<file path="config.mk">
export PLATFORM = sky130hd
export DESIGN_NAME = tmc_timer
export DESIGN_NICKNAME = d
export VERILOG_FILES = /design/src/core/tmc_pkg.sv /design/src/core/tmc_timer.sv
export VERILOG_INCLUDE_DIRS = /design/src /design/src/core
export SDC_FILE = /design/constraint.sdc
export NUM_CORES = 1
export LEC_CHECK = 0
export ABC_CLOCK_PERIOD_IN_PS = 4900
export BUFFER_PORTS_ARGS = -buffer_cell sky130_fd_sc_hd__buf_2
export CORE_UTILIZATION = 55
export DETAILED_ROUTE_END_ITERATION = 6
export MAX_ROUTING_LAYER = met4
export PLACE_DENSITY = 0.86
export SLEW_MARGIN = 20
export SYNTH_ARGS = -nofsm -noshare
export SYNTH_HDL_FRONTEND = slang
export SYNTH_SLANG_ARGS = --single-unit
</file>
<file path="constraint.sdc">
create_clock -name clk_i -period 4.9 [get_ports clk_i]
set_input_delay 0.245 -clock clk_i [delete_from_list [all_inputs] [get_ports clk_i]]
set_output_delay 0.245 -clock clk_i [all_outputs]
set_load 0.1 [all_outputs]
</file>
<file path="src/core/tmc_defs.svh">
`ifndef TMC_DEFS_SVH
`define TMC_DEFS_SVH
// ****************************************
// Register indices, taken from bus address bits 9:2
// ****************************************
`define TMC_IDX_CTRL_A      8'hA0
`define TMC_IDX_CTRL_B      8'hA1
`define TMC_IDX_CAPTURE     8'hA6
`define TMC_IDX_COMPARE_A   8'hA8
`define TMC_IDX_COUNTER     8'hA4
`define TMC_IDX_STATUS      8'hB0
`define TMC_IDX_MASK        8'hB1
`define TMC_IDX_SHADOW_A    8'hB2
// ****************************************
// Field positions and reset values
// ****************************************
`define TMC_B_FILTER_BIT    7
`define TMC_B_EDGE_BIT      6
`define TMC_B_MODE_HI_MSB   4
`define TMC_B_MODE_HI_LSB   3
`define TMC_B_CLK_MSB       2
`define TMC_A_MODE_LO_MSB   1
`define TMC_B_RW_MASK       8'hDF
`define TMC_A_RW_MASK       8'hF3
`define TMC_CTRL_RESET      8'h00
`define TMC_ST_CAPTURE_BIT  0
`define TMC_ST_OVERFLOW_BIT 1
`define TMC_ST_MASK         8'h03
// ****************************************
// Fixed TOP values and prescaler
// ****************************************
`define TMC_TOP_MAX         16'hFFFF
`define TMC_TOP_8BIT        16'h00FF
`define TMC_TOP_9BIT        16'h01FF
`define TMC_TOP_10BIT       16'h03FF
`define TMC_FILTER_SAMPLES  4
`define TMC_PRESCALE_W      10
`endif

</file>
<file path="src/core/tmc_pkg.sv">
package tmc_pkg;
   typedef enum logic [2:0]
   {
      TMC_UPD_NOW    = 3'b001,
      TMC_UPD_TOP    = 3'b010,
      TMC_UPD_BOTTOM = 3'b100
   } tmc_update_e;
   typedef enum logic [2:0]
   {
      TMC_OVF_MAX    = 3'b001,
      TMC_OVF_TOP    = 3'b010,
      TMC_OVF_BOTTOM = 3'b100
   } tmc_ovf_e;
   typedef enum logic [1:0]
   {
      TMC_DIR_UP   = 2'b01,
      TMC_DIR_DOWN = 2'b10
   } tmc_dir_e;
endpackage

</file>
<file path="src/core/tmc_timer.sv">
// Chosen here: the Wishbone interface to the registers.
`include "tmc_defs.svh"
// Behaviour
// - Four mode bits pick counting mode
// - Lower mode bits keep legacy placement
// - Control B: filter, edge, mode hi, clock
// - Mode low bits in control A 1:0
// - Filter enable filters capture pin
// - Filter needs four equal new samples
// - Filtered capture four cycles later
// - Edge select zero falling, one rising
// - Capture copies counter into capture value
// - Capture sets flag; interrupt when enabled
// - Capture disabled when it is TOP
// - Clock code zero stops counter
// - Codes 1-5 divide by 1..1024
// - Codes 6,7 external pin falling/rising
module tmc_timer
   import tmc_pkg::*;
#(
   parameter int FILTER_SAMPLES = `TMC_FILTER_SAMPLES
)
(
   // Clock and reset
   input  wire logic        clk_i,
   input  wire logic        rst_i,
   // Wishbone slave
   input  wire logic        wb_cyc_i,
   input  wire logic        wb_stb_i,
   input  wire logic        wb_we_i,
   input  wire logic [9:0]  wb_adr_i,
   input  wire logic [3:0]  wb_sel_i,
   input  wire logic [31:0] wb_dat_i,
   output logic      [31:0] wb_dat_o,
   output logic             wb_ack_o,
   output logic             wb_err_o,
   // Pins
   input  wire logic        capture_pin_i,
   input  wire logic        ext_clock_pin_i,
   // Status
   output logic [15:0]      counter_o,
   output logic             irq_o
);

   // Filter history needs at least one stored sample
   if (FILTER_SAMPLES < 2 || FILTER_SAMPLES > 8)
   begin : g_bad_filter
      $error("FILTER_SAMPLES out of range");
   end

   // ****************************************
   // Registers
   // ****************************************
   logic [7:0]  ctrl_a_reg;
   logic [7:0]  ctrl_b_reg;
   logic [15:0] capture_value_reg;
   logic [15:0] compare_a_value_reg;
   logic [15:0] compare_a_shadow_reg;
   logic [15:0] count_reg;
   logic [1:0]  status_reg;
   logic [1:0]  mask_reg;
   tmc_dir_e    dir_reg;
   logic        ack_reg;
   logic [31:0] rdata_reg;
   logic        err_reg;

   // Mode formed from both control registers
   // upper/lower concatenation
   logic [3:0] waveform_mode_sel;
   assign waveform_mode_sel = {ctrl_b_reg[`TMC_B_MODE_HI_MSB:`TMC_B_MODE_HI_LSB],
                               ctrl_a_reg[`TMC_A_MODE_LO_MSB:0]};
   logic       capture_noise_filter_en;
   logic       capture_edge_sel;
   logic [2:0] clock_source_sel;
   assign capture_noise_filter_en = ctrl_b_reg[`TMC_B_FILTER_BIT];
   assign capture_edge_sel        = ctrl_b_reg[`TMC_B_EDGE_BIT];
   assign clock_source_sel        = ctrl_b_reg[`TMC_B_CLK_MSB:0];

   // ****************************************
   // Mode decode
   // ****************************************
   // mode to TOP
   function automatic logic [15:0] top_of(input logic [3:0] m, input logic [15:0] ocr,
                                          input logic [15:0] icr);
      case (m)
         4'h1, 4'h5: top_of = `TMC_TOP_8BIT;
         4'h2, 4'h6: top_of = `TMC_TOP_9BIT;
         4'h3, 4'h7: top_of = `TMC_TOP_10BIT;
         4'h4, 4'h9, 4'hB, 4'hF: top_of = ocr;
         4'h8, 4'hA, 4'hC, 4'hE: top_of = icr;
         default: top_of = `TMC_TOP_MAX;
      endcase
   endfunction

   function automatic tmc_update_e upd_of(input logic [3:0] m);
      case (m)
         4'h0, 4'h4, 4'hC, 4'hD: upd_of = TMC_UPD_NOW;
         4'h1, 4'h2, 4'h3, 4'hA, 4'hB: upd_of = TMC_UPD_TOP;
         default: upd_of = TMC_UPD_BOTTOM;
      endcase
   endfunction

   function automatic tmc_ovf_e ovf_of(input logic [3:0] m);
      case (m)
         4'h0, 4'h4, 4'hC, 4'hD: ovf_of = TMC_OVF_MAX;
         4'h5, 4'h6, 4'h7, 4'hE, 4'hF: ovf_of = TMC_OVF_TOP;
         default: ovf_of = TMC_OVF_BOTTOM;
      endcase
   endfunction

   logic [15:0] top;
   tmc_update_e upd_mode;
   tmc_ovf_e    ovf_mode;
   logic        dual_slope;
   logic        clears_at_top;
   logic        icr_is_top;
   assign top           = top_of(waveform_mode_sel, compare_a_value_reg, capture_value_reg);
   assign upd_mode      = upd_of(waveform_mode_sel);
   assign ovf_mode      = ovf_of(waveform_mode_sel);
   assign dual_slope    = (ovf_mode == TMC_OVF_BOTTOM);
   assign clears_at_top = (waveform_mode_sel != 4'h0) && (waveform_mode_sel != 4'hD);
   assign icr_is_top    = (waveform_mode_sel == 4'h8) || (waveform_mode_sel == 4'hA)
                       || (waveform_mode_sel == 4'hC) || (waveform_mode_sel == 4'hE);

   // ****************************************
   // Pin synchronisers
   // ****************************************
   logic [1:0] cap_sync_reg;
   logic [1:0] ext_sync_reg;
   logic       ext_prev_reg;
   always_ff @(posedge clk_i)
   begin
      if (rst_i)
      begin
         cap_sync_reg <= 2'h0;
         ext_sync_reg <= 2'h0;
         ext_prev_reg <= 1'b0;
      end
      else
      begin
         cap_sync_reg <= {cap_sync_reg[0], capture_pin_i};
         ext_sync_reg <= {ext_sync_reg[0], ext_clock_pin_i};
         ext_prev_reg <= ext_sync_reg[1];
      end
   end

   // ****************************************
   // Prescaler and clock select
   // ****************************************
   logic [`TMC_PRESCALE_W-1:0] presc_reg;
   always_ff @(posedge clk_i)
   begin
      if (rst_i)
         presc_reg <= '0;
      else
         presc_reg <= presc_reg + 1'b1;
   end

   logic count_en;
   always_comb
   begin
      case (clock_source_sel)
         3'h0: count_en = 1'b0;
         3'h1: count_en = 1'b1;
         3'h2: count_en = (presc_reg[2:0] == 3'h7);
         3'h3: count_en = (presc_reg[5:0] == 6'h3F);
         3'h4: count_en = (presc_reg[7:0] == 8'hFF);
         3'h5: count_en = (presc_reg == 10'h3FF);
         3'h6: count_en = ext_prev_reg & ~ext_sync_reg[1];
         default: count_en = ~ext_prev_reg & ext_sync_reg[1];
      endcase
   end

   // ****************************************
   // Capture filter and edge detect
   // ****************************************
   // Samples shifted past the second sync stage only
   logic [FILTER_SAMPLES-2:0] hist_reg;
   logic [FILTER_SAMPLES-1:0] win;
   logic                      filt_reg;
   logic                      cap_prev_reg;
   logic                      cap_src;
   // Newest synced sample joins the stored history
   assign win = {hist_reg, cap_sync_reg[1]};
   always_ff @(posedge clk_i)
   begin
      if (rst_i)
      begin
         hist_reg     <= '0;
         filt_reg     <= 1'b0;
         cap_prev_reg <= 1'b0;
      end
      else
      begin
         hist_reg <= win[FILTER_SAMPLES-2:0];
         if (&win)
            filt_reg <= 1'b1;
         else if (~|win)
            filt_reg <= 1'b0;
         cap_prev_reg <= cap_src;
      end
   end
   assign cap_src = capture_noise_filter_en ? filt_reg : cap_sync_reg[1];

   logic capture_event;
   assign capture_event = ~icr_is_top && (capture_edge_sel ? (cap_src & ~cap_prev_reg)
                                                           : (~cap_src & cap_prev_reg));

   // ****************************************
   // Bus decode
   // ****************************************
   logic [7:0] idx;
   logic       req;
   logic       wr;
   logic       hit;
   assign idx = wb_adr_i[9:2];
   // Error answers block a second take like ack does
   assign req = wb_cyc_i & wb_stb_i & ~ack_reg & ~err_reg;
   assign wr  = req & wb_we_i;
   always_comb
   begin
      case (idx)
         `TMC_IDX_CTRL_A, `TMC_IDX_CTRL_B, `TMC_IDX_CAPTURE, `TMC_IDX_COMPARE_A,
         `TMC_IDX_COUNTER, `TMC_IDX_STATUS, `TMC_IDX_MASK, `TMC_IDX_SHADOW_A: hit = 1'b1;
         default: hit = 1'b0;
      endcase
   end
   logic [15:0] wdata16;
   assign wdata16 = {wb_sel_i[1] ? wb_dat_i[15:8] : 8'h00, wb_dat_i[7:0]};

   // ****************************************
   // Counter
   // ****************************************
   logic at_top;
   logic at_bottom;
   assign at_top    = (count_reg == top);
   assign at_bottom = (count_reg == 16'h0000);
   always_ff @(posedge clk_i)
   begin
      if (rst_i)
      begin
         count_reg <= 16'h0000;
         dir_reg   <= TMC_DIR_UP;
      end
      else if (wr && idx == `TMC_IDX_COUNTER && wb_sel_i[0])
         count_reg <= wdata16;
      else if (count_en)
      begin
         if (dual_slope)
         begin
            if (dir_reg == TMC_DIR_UP && at_top)
            begin
               dir_reg   <= TMC_DIR_DOWN;
               count_reg <= count_reg - 16'h0001;
            end
            else if (dir_reg == TMC_DIR_DOWN && at_bottom)
            begin
               dir_reg   <= TMC_DIR_UP;
               count_reg <= count_reg + 16'h0001;
            end
            else if (dir_reg == TMC_DIR_UP)
               count_reg <= count_reg + 16'h0001;
            else
               count_reg <= count_reg - 16'h0001;
         end
         else if (clears_at_top && at_top)
            count_reg <= 16'h0000;
         else
            count_reg <= count_reg + 16'h0001;
      end
   end
   assign counter_o = count_reg;

   // ****************************************
   // Compare A and capture value
   // ****************************************
   logic upd_now;
   assign upd_now = (upd_mode == TMC_UPD_NOW)
                 || (count_en && upd_mode == TMC_UPD_TOP && at_top)
                 || (count_en && upd_mode == TMC_UPD_BOTTOM && at_bottom);
   always_ff @(posedge clk_i)
   begin
      if (rst_i)
      begin
         compare_a_shadow_reg <= 16'h0000;
         compare_a_value_reg  <= 16'h0000;
      end
      else
      begin
         if (wr && idx == `TMC_IDX_COMPARE_A && wb_sel_i[0])
            compare_a_shadow_reg <= wdata16;
         if (upd_now)
            compare_a_value_reg <= compare_a_shadow_reg;
      end
   end

   always_ff @(posedge clk_i)
   begin
      if (rst_i)
         capture_value_reg <= 16'h0000;
      else if (capture_event)
         capture_value_reg <= count_reg;
      else if (wr && idx == `TMC_IDX_CAPTURE && wb_sel_i[0])
         capture_value_reg <= wdata16;
   end

   // ****************************************
   // Control registers
   // ****************************************
   // legacy bit placement kept
   always_ff @(posedge clk_i)
   begin
      if (rst_i)
      begin
         ctrl_a_reg <= `TMC_CTRL_RESET;
         ctrl_b_reg <= `TMC_CTRL_RESET;
      end
      else if (wr && wb_sel_i[0])
      begin
         if (idx == `TMC_IDX_CTRL_A)
            ctrl_a_reg <= wb_dat_i[7:0] & `TMC_A_RW_MASK;
         if (idx == `TMC_IDX_CTRL_B)
            ctrl_b_reg <= wb_dat_i[7:0] & `TMC_B_RW_MASK;
      end
   end

   // ****************************************
   // Flags and interrupt
   // ****************************************
   logic ovf_event;
   assign ovf_event = count_en && ((ovf_mode == TMC_OVF_MAX && count_reg == `TMC_TOP_MAX)
                   || (ovf_mode == TMC_OVF_TOP && at_top)
                   || (ovf_mode == TMC_OVF_BOTTOM && at_bottom && dir_reg == TMC_DIR_DOWN));
   logic [1:0] set_bits;
   logic [1:0] clr_bits;
   assign set_bits = {ovf_event, capture_event};
   assign clr_bits = (wr && idx == `TMC_IDX_STATUS && wb_sel_i[0]) ? wb_dat_i[1:0] : 2'h0;
   always_ff @(posedge clk_i)
   begin
      if (rst_i)
         status_reg <= 2'h0;
      else
         status_reg <= (status_reg & ~clr_bits) | set_bits;
   end
   always_ff @(posedge clk_i)
   begin
      if (rst_i)
         mask_reg <= 2'h0;
      else if (wr && idx == `TMC_IDX_MASK && wb_sel_i[0])
         mask_reg <= wb_dat_i[1:0];
   end
   assign irq_o = |(status_reg & mask_reg);

   // ****************************************
   // Bus answer
   // ****************************************
   always_ff @(posedge clk_i)
   begin
      if (rst_i)
      begin
         ack_reg   <= 1'b0;
         err_reg   <= 1'b0;
         rdata_reg <= 32'h0000_0000;
      end
      else
      begin
         ack_reg <= req & hit;
         err_reg <= req & ~hit;
         case (idx)
            `TMC_IDX_CTRL_A:    rdata_reg <= {24'h0, ctrl_a_reg};
            `TMC_IDX_CTRL_B:    rdata_reg <= {24'h0, ctrl_b_reg};
            `TMC_IDX_CAPTURE:   rdata_reg <= {16'h0, capture_value_reg};
            `TMC_IDX_COMPARE_A: rdata_reg <= {16'h0, compare_a_value_reg};
            `TMC_IDX_COUNTER:   rdata_reg <= {16'h0, count_reg};
            `TMC_IDX_STATUS:    rdata_reg <= {30'h0, status_reg};
            `TMC_IDX_MASK:      rdata_reg <= {30'h0, mask_reg};
            `TMC_IDX_SHADOW_A:  rdata_reg <= {16'h0, compare_a_shadow_reg};
            default:            rdata_reg <= 32'h0000_0000;
         endcase
      end
   end
   assign wb_ack_o = ack_reg;
   assign wb_err_o = err_reg;
   assign wb_dat_o = rdata_reg;

endmodule

</file>
-- After elaboration in Yosys (flattened, before gate mapping)
Memories as Yosys holds them, arrays and structs flattened.
Cells that the tools add are included.
- flip-flop bits (word level): 137
- bits in read-only memories: 96
- word-level logic and storage cells: 162
- memories kept: 2
- bitwise logic cells: 23
- $add $sub $neg: 3
- muxes and demuxes: 21
- reduce and logical (&&, ||, !) cells: 50
- equality and inequality tests: 44
- memories (memory ; depth ; bits a word ; read ports ; clocked after Yosys merged registers in ; wr ports ; line ; RTL):
    (no name shown) ; 16 ; 3 ; 1 ; 0 ; 0 ; tmc_timer.sv:104 ; case (m)
    (no name shown) ; 16 ; 3 ; 1 ; 0 ; 0 ; tmc_timer.sv:96 ; case (m)
- operators by type and width (operator ; number):
    16-bit 2-to-1 mux ; 9
    16-bit case mux with 8 select lines ; 1
    16-bit case mux with 5 select lines ; 1
    8-bit == test (second input constant) ; 9
    4-bit == test (second input constant) ; 7
    1-bit logical AND ; 25
    3-bit == test (second input constant) ; 6
    16-bit by 1-bit adder with 16-bit output (second input constant) ; 1
    16-bit == test ; 1
    16-bit == test (second input constant) ; 1
    4-bit by 3-bit == test with 1-bit output (second input constant) ; 4
    16-bit zero test ; 1
    16-bit by 1-bit subtractor with 16-bit output (second input constant) ; 1
    3-bit by 2-bit == test with 1-bit output (second input constant) ; 4
    4-bit OR reduction ; 3
    10-bit by 1-bit adder with 10-bit output (second input constant) ; 1
    1-bit AND ; 10
    10-bit == test (second input constant) ; 1
    3-bit by 1-bit == test with 1-bit output (second input constant) ; 3
    1-bit inverter ; 9
    4-bit by 2-bit == test with 1-bit output (second input constant) ; 2
    8-bit 2-to-1 mux ; 1
    4-bit AND reduction ; 2
    2-bit OR reduction ; 4
    18 further kinds ; 34

-- Logic depth before layout (Yosys ltp)
Gate-level depths: netlist of run 1.
- word-level depth: 10
- mapped depth: 13

-- Least setup slack after synthesis of run 1
No wires, ideal clock.
- path kind: register to register
- start point: register count_reg[8] (netlist: counter_o[8])
- end point: register count_reg[4] (netlist: counter_o[4])
- cell stages (with the launch flop): 10
- data required time: 4.780 ns
- data arrival time: 3.263 ns
- period minus slack after synthesis: 3.382 ns
- setup time: 0.120 ns
- setup slack: 1.518 ns
- buffers on the path: 2
- cell sequence: dfxtp_1 -> clkbuf_1 -> a211oi_1 -> a2111oi_2 -> a41oi_2 -> or3_4 -> buf_6 -> o21a_1 -> o21a_1 -> o31a_1
- cells in the longest elaborated chain, start to end: 7
- RTL lines (what ; line ; RTL):
    start: declaration ; tmc_timer.sv:59 ; logic [15:0] count_reg;
    start signal: assignment ; tmc_timer.sv:246 ; count_reg <= wdata16;
    start signal: assignment ; tmc_timer.sv:254 ; count_reg <= count_reg - 16'h0001;
    start signal: assignment ; tmc_timer.sv:259 ; count_reg <= count_reg + 16'h0001;
    16-bit zero test ; tmc_timer.sv:237 ; assign at_bottom = (count_reg == 16'h0000);
    1-bit logical AND ; tmc_timer.sv:256 ; else if (dir_reg == TMC_DIR_DOWN && at_bottom)
    16-bit 2-to-1 mux ; tmc_timer.sv:256 ;
    16-bit 2-to-1 mux ; tmc_timer.sv:251 ; if (dir_reg == TMC_DIR_UP && at_top)
    16-bit 2-to-1 mux * ; tmc_timer.sv:249 ; if (dual_slope)
    16-bit 2-to-1 mux * ; tmc_timer.sv:247 ; else if (count_en)
    16-bit 2-to-1 mux * ; tmc_timer.sv:245 ; else if (wr && idx == `TMC_IDX_COUNTER && wb_sel_i[0])
Mark *: on every way between the ends. The rest lies on a longest branch, timed or not. The select of a mux whose other input is x is not followed.
A chain may end at the register's enable or synchronous reset.

-- Worst setup path in the final report of run 1
- start point: register ctrl_b_reg[4]
- end point: register count_reg[13] (netlist: counter_o[13])
- cells in the longest elaborated chain, start to end: 9
- RTL lines (what ; line ; RTL):
    start: declaration ; tmc_timer.sv:55 ; logic [7:0] ctrl_b_reg;
    start signal: assignment ; tmc_timer.sv:316 ; ctrl_b_reg <= `TMC_CTRL_RESET;
    start signal: assignment ; tmc_timer.sv:323 ; ctrl_b_reg <= wb_dat_i[7:0] & `TMC_B_RW_MASK;
    4-bit == test, or another cell as far along ; tmc_timer.sv:85 ; case (m)
    4-bit OR reduction or 2-bit OR reduction (tied branches) ; tmc_timer.sv:85 ;
    16-bit case mux with 5 select lines ; tmc_timer.sv:85 ;
    16-bit == test ; tmc_timer.sv:236 ; assign at_top = (count_reg == top);
    1-bit logical AND, on equally long branches ; tmc_timer.sv:266, tmc_timer.sv:251 ;
    16-bit 2-to-1 mux, on equally long branches ; tmc_timer.sv:266, tmc_timer.sv:251 ;
    16-bit 2-to-1 mux * ; tmc_timer.sv:249 ;
    16-bit 2-to-1 mux * ; tmc_timer.sv:247 ;
    16-bit 2-to-1 mux * ; tmc_timer.sv:245 ;
    end signal: assignment ; tmc_timer.sv:246 ;
    end signal: assignment ; tmc_timer.sv:254 ;
    end signal: assignment ; tmc_timer.sv:269 ; count_reg <= count_reg + 16'h0001;
Marked as above.

==> impl_metrics.yaml, run 1 <==
clocking:
  cts_num_sinks: 121
  ctsResizeCount: 0
  numCtsBuffers: 17
  cts_hold_buf: 0
  post-cts-setup-buffer-count: 0
  cts_max_path_buffers: 2
  cts_tree: "done"
  htree_levels: 4
  path_clk_slew_ns: 0.06
  cts_root_buf: "clkbuf_16"
  clk_latency_ns: 0.43
synthesis:
  synth_area_leader_cell: "dfxtp_1"
  ys_ff_latch: 121
  synthCells: 872
  synth-edff-count: 0
  synthTopCellsByCount: "nor2_1, dfxtp_1, nand2_1"
  synth.area.mux_share: 0.0537
  ys_top_cells_by_area: "dfxtp_1, nor2_1, mux2i_1"
  ys_types: 79
  yosys.area_share.simple: 0.259
  synthArstFlopShare: 0
  yosysWarnings: 0
  synth_top_family_by_area: "simple AND/OR/NAND/NOR gates"
  yosysMostFrequentCell: "nor2_1"
  netlist_area_um2: 6990
  avgSynthCellArea_um2: 8.02
  synth_compound_area_frac: 0.233
  yosysTopAreaCellShare: 0.346
  synthAdderAreaFrac: 0.0125
  synth-xor-area-share: 0.0251
  synth_ff_type: "dfxtp_1"
  synth-seq-area-share: 0.346
cells_and_area:
  diodes: 0
  nets: 964
  fin_util: 0.645
  fill_cells: 1066
  drive_gt1_frac: 0.159
  syn_to_final_growth_pct: 12.7
power:
  power.leakage_nw: 2.87
  power_density_nw_per_um2: 308
  peakVddDrop_mv: 0.228
floorplan:
  num_rows: 40
  start_util: 0.573
  die_area_um2: 13200
  pin_count: 104
  fp.dieH_um: 115
  die_w_um: 115
  core_um2: 12200
route:
  firstDrtPassIters: 6
  drt_iter0_markers: 744
  antenna_left: 0
  drc: 0
  routed_wl_um: 19600
  vias_per_cell: 6.34
  wl_per_cell_um: 18.1
  detailroute.via_count: 6881
grt:
  grt_max_degree: 62
  grt_pass1_wl_um: 32100
  antenna_found_initial: 0
  grt-ovfl-total: 0
  grt_usage: 0.323
  first_global_vias: 6364
sta:
  finalSetupViolCount: 0
  finClkSkew_ns: 0.00966
  min_period_ns: 4.27
  max_freq_mhz: 234
  worstMarginPinSlew_ns: 1.02
  finalWorstSetupSlack_ns: 0.627
  hold_viol: 0
  rsz0062_at_grt: "no"
  relSlewSlack: 0.321
  drv_slew: 0
  period_share: 0.872
  finalSetupTns_ns: 0
critical_path:
  setup.worst_path.start: "ctrl_b_reg[4]$_SDFFE_PP0P_"
  rrSetupSlack_ns: 0.63
  critPathRequiredTime_ns: 5.18
  r2r_cells: 11
  crit_arrival_ns: 4.56
  path_max_fanout: 27
  worstSetupPathType: "reg2reg"
  critPathLaunchType: "flip-flop"
  r2r-start: "ctrl_b_reg[4]$_SDFFE_PP0P_"
  endpoint_kind: "flip-flop"
  r2r-end: "counter_o[13]$_SDFFE_PP0P_"
placed_design:
  dp_hpwl_um: 13500
  dp_slack_ns: 0.751
  numPortBuffers: 67
  place_congestion: 0.922
min_path:
  hold_depth: 2
  min_to: "cap_sync_reg[0]$_SDFF_PP0_"
  hold_path.startpoint: "capture_pin_i"
  hp-class: "in2reg"
outcome:
  outcome: "finished, final reports clean"
flow_run:
  cap_viol_max_count: 0
[cell usage in the layout (no fill, tap or decap), types with 6 or more instances in the layout]
cell type    n
nor4_1      13
o22ai_1     11
nand3_1     29
nand3b_1     6
dfxtp_1    121
and3_1      20
conb_1      16
buf_4       18
o31a_1       8
nor2b_1     14
a22o_1       9
nor2_1     127
xnor2_1     15
nor3_1      17
mux2i_1     33
buf_2       66
inv_6        7
ha_1         7
nand2_1     85
a221oi_1    16
clkbuf_16   17
inv_1       11
o211ai_1     6
a311oi_1    14
a22oi_1      9
a21oi_1     60
o21ai_0     22
or3_1        9
and2_1       6
a211oi_1    18
nand2b_1     8
[metrics by stage]
step                      cell area, um^2  hold slack, ns  power, mW  cells
final                                7880          0.0291       2.43   1085
after global routing                 7880          0.0322       2.50   1085
after CTS                            7880          0.0306       2.44   1085
after detailed placement             7300           0.424       1.21   1053
after global placement               7300           0.423       1.21   1053
after floorplan                      7050           0.373       1.18    887
[worst max-delay path by stage]
stage	depth (start not counted)	slack [ns]	endpoint
after floorplan	9	1.52	counter_o[4]$_SDFFE_PP0P_
after global placement	11	0.84	counter_o[13]$_SDFFE_PP0P_
after detailed placement	11	0.75	counter_o[13]$_SDFFE_PP0P_
after CTS	11	0.73	counter_o[13]$_SDFFE_PP0P_
after global routing	11	0.35	counter_o[13]$_SDFFE_PP0P_
final	11	0.63	counter_o[13]$_SDFFE_PP0P_
[per-layer routing]
metal	track usage	vias to the layer above	share of wire
met2	0.503	364	0.47
met3	0.0775	68	0.077
met1	0.385	3225	0.41
met4	0.177	0	0.042
met5	-	-	0
li1	-	3224	-
[cell type report]
cell class / count / area, um^2 / share of cell area
Multi-Input combinational cell: 669 / 4160 / 0.528
Clock inverter: 15 / 159 / 0.0202
Inverter: 11 / 41.3 / 0.00524
Clock buffer: 17 / 425 / 0.0540
Sequential cell: 121 / 2420 / 0.307
Timing Repair Buffer: 84 / 465 / 0.0590
Tap cell: 168 / 210 / 0.0267
[power by group]
group	total, mW	internal [mW]	switching, mW	leakage (nW)
logic	0.182	0.0382	0.144	1.61
clock network	1.23	0.717	0.515	0.289
registers	1.01	0.996	0.0167	0.978
[kinds of logic (layout without fill, tap and decap cells)]
group | after synthesis | in the layout
AND/OR/NAND/NOR | 368 | 368
AO/OA/AOI/OAI | 221 | 221
flip-flops | 121 | 121
buffers and inverters | 97 | 127
multiplexers | 37 | 37
XOR/XNOR | 20 | 20
adder cells (fa/ha/maj) | 7 | 7
other | 1 | 16
[worst max-delay path: stages (launching register included)]
cell       delay [ns]
dfxtp_1          0.88
nand2b_1         0.45
nor2_1           0.23
a311o_1          0.18
a211oi_1         0.07
a2111oi_2        0.66
a41oi_2          0.32
nor3_2           0.45
buf_4            0.23
nor4b_1          0.06
o41ai_1          0.45
a311oi_1         0.15
No activity file was read; power rests on OpenSTA's default activity.
==> run 2, diff against run 1 <==
--- a/config.mk
+++ b/config.mk
@@ -11,7 +11,9 @@
 export CORE_UTILIZATION = 55
 export DETAILED_ROUTE_END_ITERATION = 6
 export MAX_ROUTING_LAYER = met4
-export PLACE_DENSITY = 0.86
+export PLACE_DENSITY = 0.82
+export REMOVE_ABC_BUFFERS = 1
+export SETUP_SLACK_MARGIN = 0.02
 export SLEW_MARGIN = 20
 export SYNTH_ARGS = -nofsm -noshare
 export SYNTH_HDL_FRONTEND = slang
==> run 2 against run 1 <==
Effect of this change:
- sequential share of layout area fell by 0.29 points
- clock power is 13% higher
- routed wire length is 0.71% lower
- flip-flop and latch count unchanged
- combinational power about the same
- core utilization rose by 0.61 points
- sequential power barely moved
- global-route usage down 0.65 points
- setup slack gained 0.14 ns
- clock skew is 0.0035 ns lower
- register-to-register slack gained 0.14 ns
==> impl_metrics.yaml, run 2 (synthesis results as in run 1) <==
grt:
  antenna_found_initial: 0
  grt_max_degree: 76
  grt_pass1_wl_um: 31300
  first_global_vias: 6099
  grt-ovfl-total: 0
  grt_usage: 0.317
route:
  wl_per_cell_um: 17.9
  vias_per_cell: 6.14
  antenna_left: 0
  drt_iter0_markers: 830
  drc: 0
  firstDrtPassIters: 6
  routed_wl_um: 19500
  detailroute.via_count: 6666
sta:
  relSlewSlack: 0.285
  worst_hold_slack_ns: 0.0264
  max_freq_mhz: 242
  min_period_ns: 4.14
  finClkSkew_ns: 0.00619
  rsz0062_at_grt: "no"
  worstMarginPinSlew_ns: 1.07
  hold_viol: 0
  drv_slew: 0
  finalSetupTns_ns: 0
  finalSetupViolCount: 0
  period_share: 0.844
clocking:
  clk_latency_ns: 0.43
  htree_levels: 4
  cts_tree: "done"
  numCtsBuffers: 17
  post-cts-setup-buffer-count: 0
  cts_hold_buf: 0
  cts_root_buf: "clkbuf_16"
  cts_max_path_buffers: 2
  path_clk_slew_ns: 0.06
  cts_num_sinks: 121
  ctsResizeCount: 0
placed_design:
  place_congestion: 0.947
  dp_hpwl_um: 12900
  numPortBuffers: 67
min_path:
  hp-class: "in2reg"
  hold_depth: 2
power:
  p_int_mw: 1.96
  switching_power_mw: 0.624
  pwr-share-clk: 0.538
  seqPwrFrac: 0.392
  power_density_nw_per_um2: 325
  peakVddDrop_mv: 0.241
  swShare: 0.241
  pwr-share-comb: 0.070
  power.leakage_nw: 2.90
floorplan:
  start_util: 0.573
  die_area_um2: 13200
  die_w_um: 115
  core_um2: 12200
  pin_count: 104
  num_rows: 40
  fp.dieH_um: 115
critical_path:
  crit_slowest_cell: "dfxtp_1"
  critPathLaunchType: "flip-flop"
  critPathRequiredTime_ns: 5.18
  slowest_delay_ns: 0.75
  r2r_cells: 11
  endpoint_kind: "flip-flop"
  crit_arrival_ns: 4.41
  path_max_fanout: 17
  worstSetupPathType: "reg2reg"
  crit_chain: "nor2_2 -> a32oi_4 -> o22ai_1 -> xnor2_1 -> a2111oi_2 -> a41oi_2 -> nor3_2 -> buf_4 -> nor4b_1 -> o41ai_1 -> a311oi_1"
cells_and_area:
  final_cell_mix: "nor2_1, dfxtp_1, nand2_1, buf_2, a21oi_1"
  drive_gt1_frac: 0.158
  multiInputGateArea_um2: 4160
  final_common_cell: "nor2_1"
  diodes: 0
  fill_cells: 1057
  syn_to_final_growth_pct: 13.8
  regArea_um2: 2420
  nets: 965
outcome:
  outcome: "finished, final reports clean"
flow_run:
  cap_viol_max_count: 0
run 2: cell types whose count changed in the layout (fill, tap and decap cells not counted):
cell        change
clkinv_8        -1
buf_4           +1
bufinv_16       +4
clkbuf_1        +2
inv_6           -6
clkinvlp_4      +3
clkinv_2        +1
inv_8           -1
clkbuf_8        +2
clkinv_4        -4
run 2: layout make-up:
type                            instances  share of cell area
Tap cell                              168              0.0264
Timing Repair Buffer                   85              0.0594
Clock buffer                           21              0.0579
Multi-Input combinational cell        669               0.523
Sequential cell                       121               0.304
Inverter                               11             0.00519
Clock inverter                         11              0.0241
run 2: routing by layer:
metal	track usage	vias up	share of wire
met3	0.0648	49	0.097
met4	0.136	0	0.026
met5	-	-	0
met2	0.475	355	0.46
met1	0.414	3048	0.42
li1	-	3214	-
run 2: worst max-delay path, delay by kind of cell, from the launching register on:
| family | cells | cell delay, ns |
|---|---|---|
| and+or+nand+nor | 3 | 0.65 |
| AOI/OAI and AO/OA | 6 | 2.18 |
| xor gates and xnor gates | 1 | 0.16 |
| DFF | 1 | 0.75 |
| buffers and inverters | 1 | 0.24 |
run 2: worst paths after layout:
check / startpoint / to / slack, ns
worst max-delay path: ctrl_a_reg[1]$_SDFFE_PP0P_ / counter_o[13]$_SDFFE_PP0P_ / 0.76
worst min-delay path: ext_clock_pin_i / ext_sync_reg[0]$_SDFF_PP0_ / 0.03
worst max register to register: ctrl_a_reg[1]$_SDFFE_PP0P_ / counter_o[13]$_SDFFE_PP0P_ / 0.76
worst min register to register: ext_sync_reg[0]$_SDFF_PP0_ / ext_sync_reg[1]$_SDFF_PP0_ / 0.44
run 2: metrics by stage:
stage | setup WS [ns] | util | cell area, um^2 | instances | power (mW)
after detailed placement | 0.926 | 0.598 | 7310 | 1054 | 1.21
after global placement | 0.979 | 0.598 | 7310 | 1054 | 1.21
after CTS | 0.893 | 0.652 | 7960 | 1086 | 2.58
final | 0.763 | 0.652 | 7960 | 1086 | 2.59
after floorplan | 1.17 | - | 6600 | 801 | 1.15
after global routing | 0.684 | 0.652 | 7960 | 1086 | 2.64
run 2: power by group through the flow:
| stage | Sequential (mW) | Combinational (mW) | Clock, mW |
|---|---|---|---|
| after detailed placement | 1.03 | 0.178 | 0 |
| after CTS | 1.01 | 0.179 | 1.39 |
| after global placement | 1.03 | 0.177 | 0 |
| after global routing | 1.01 | 0.192 | 1.44 |
| final | 1.01 | 0.182 | 1.39 |
| after floorplan | 1.05 | 0.103 | 0 |
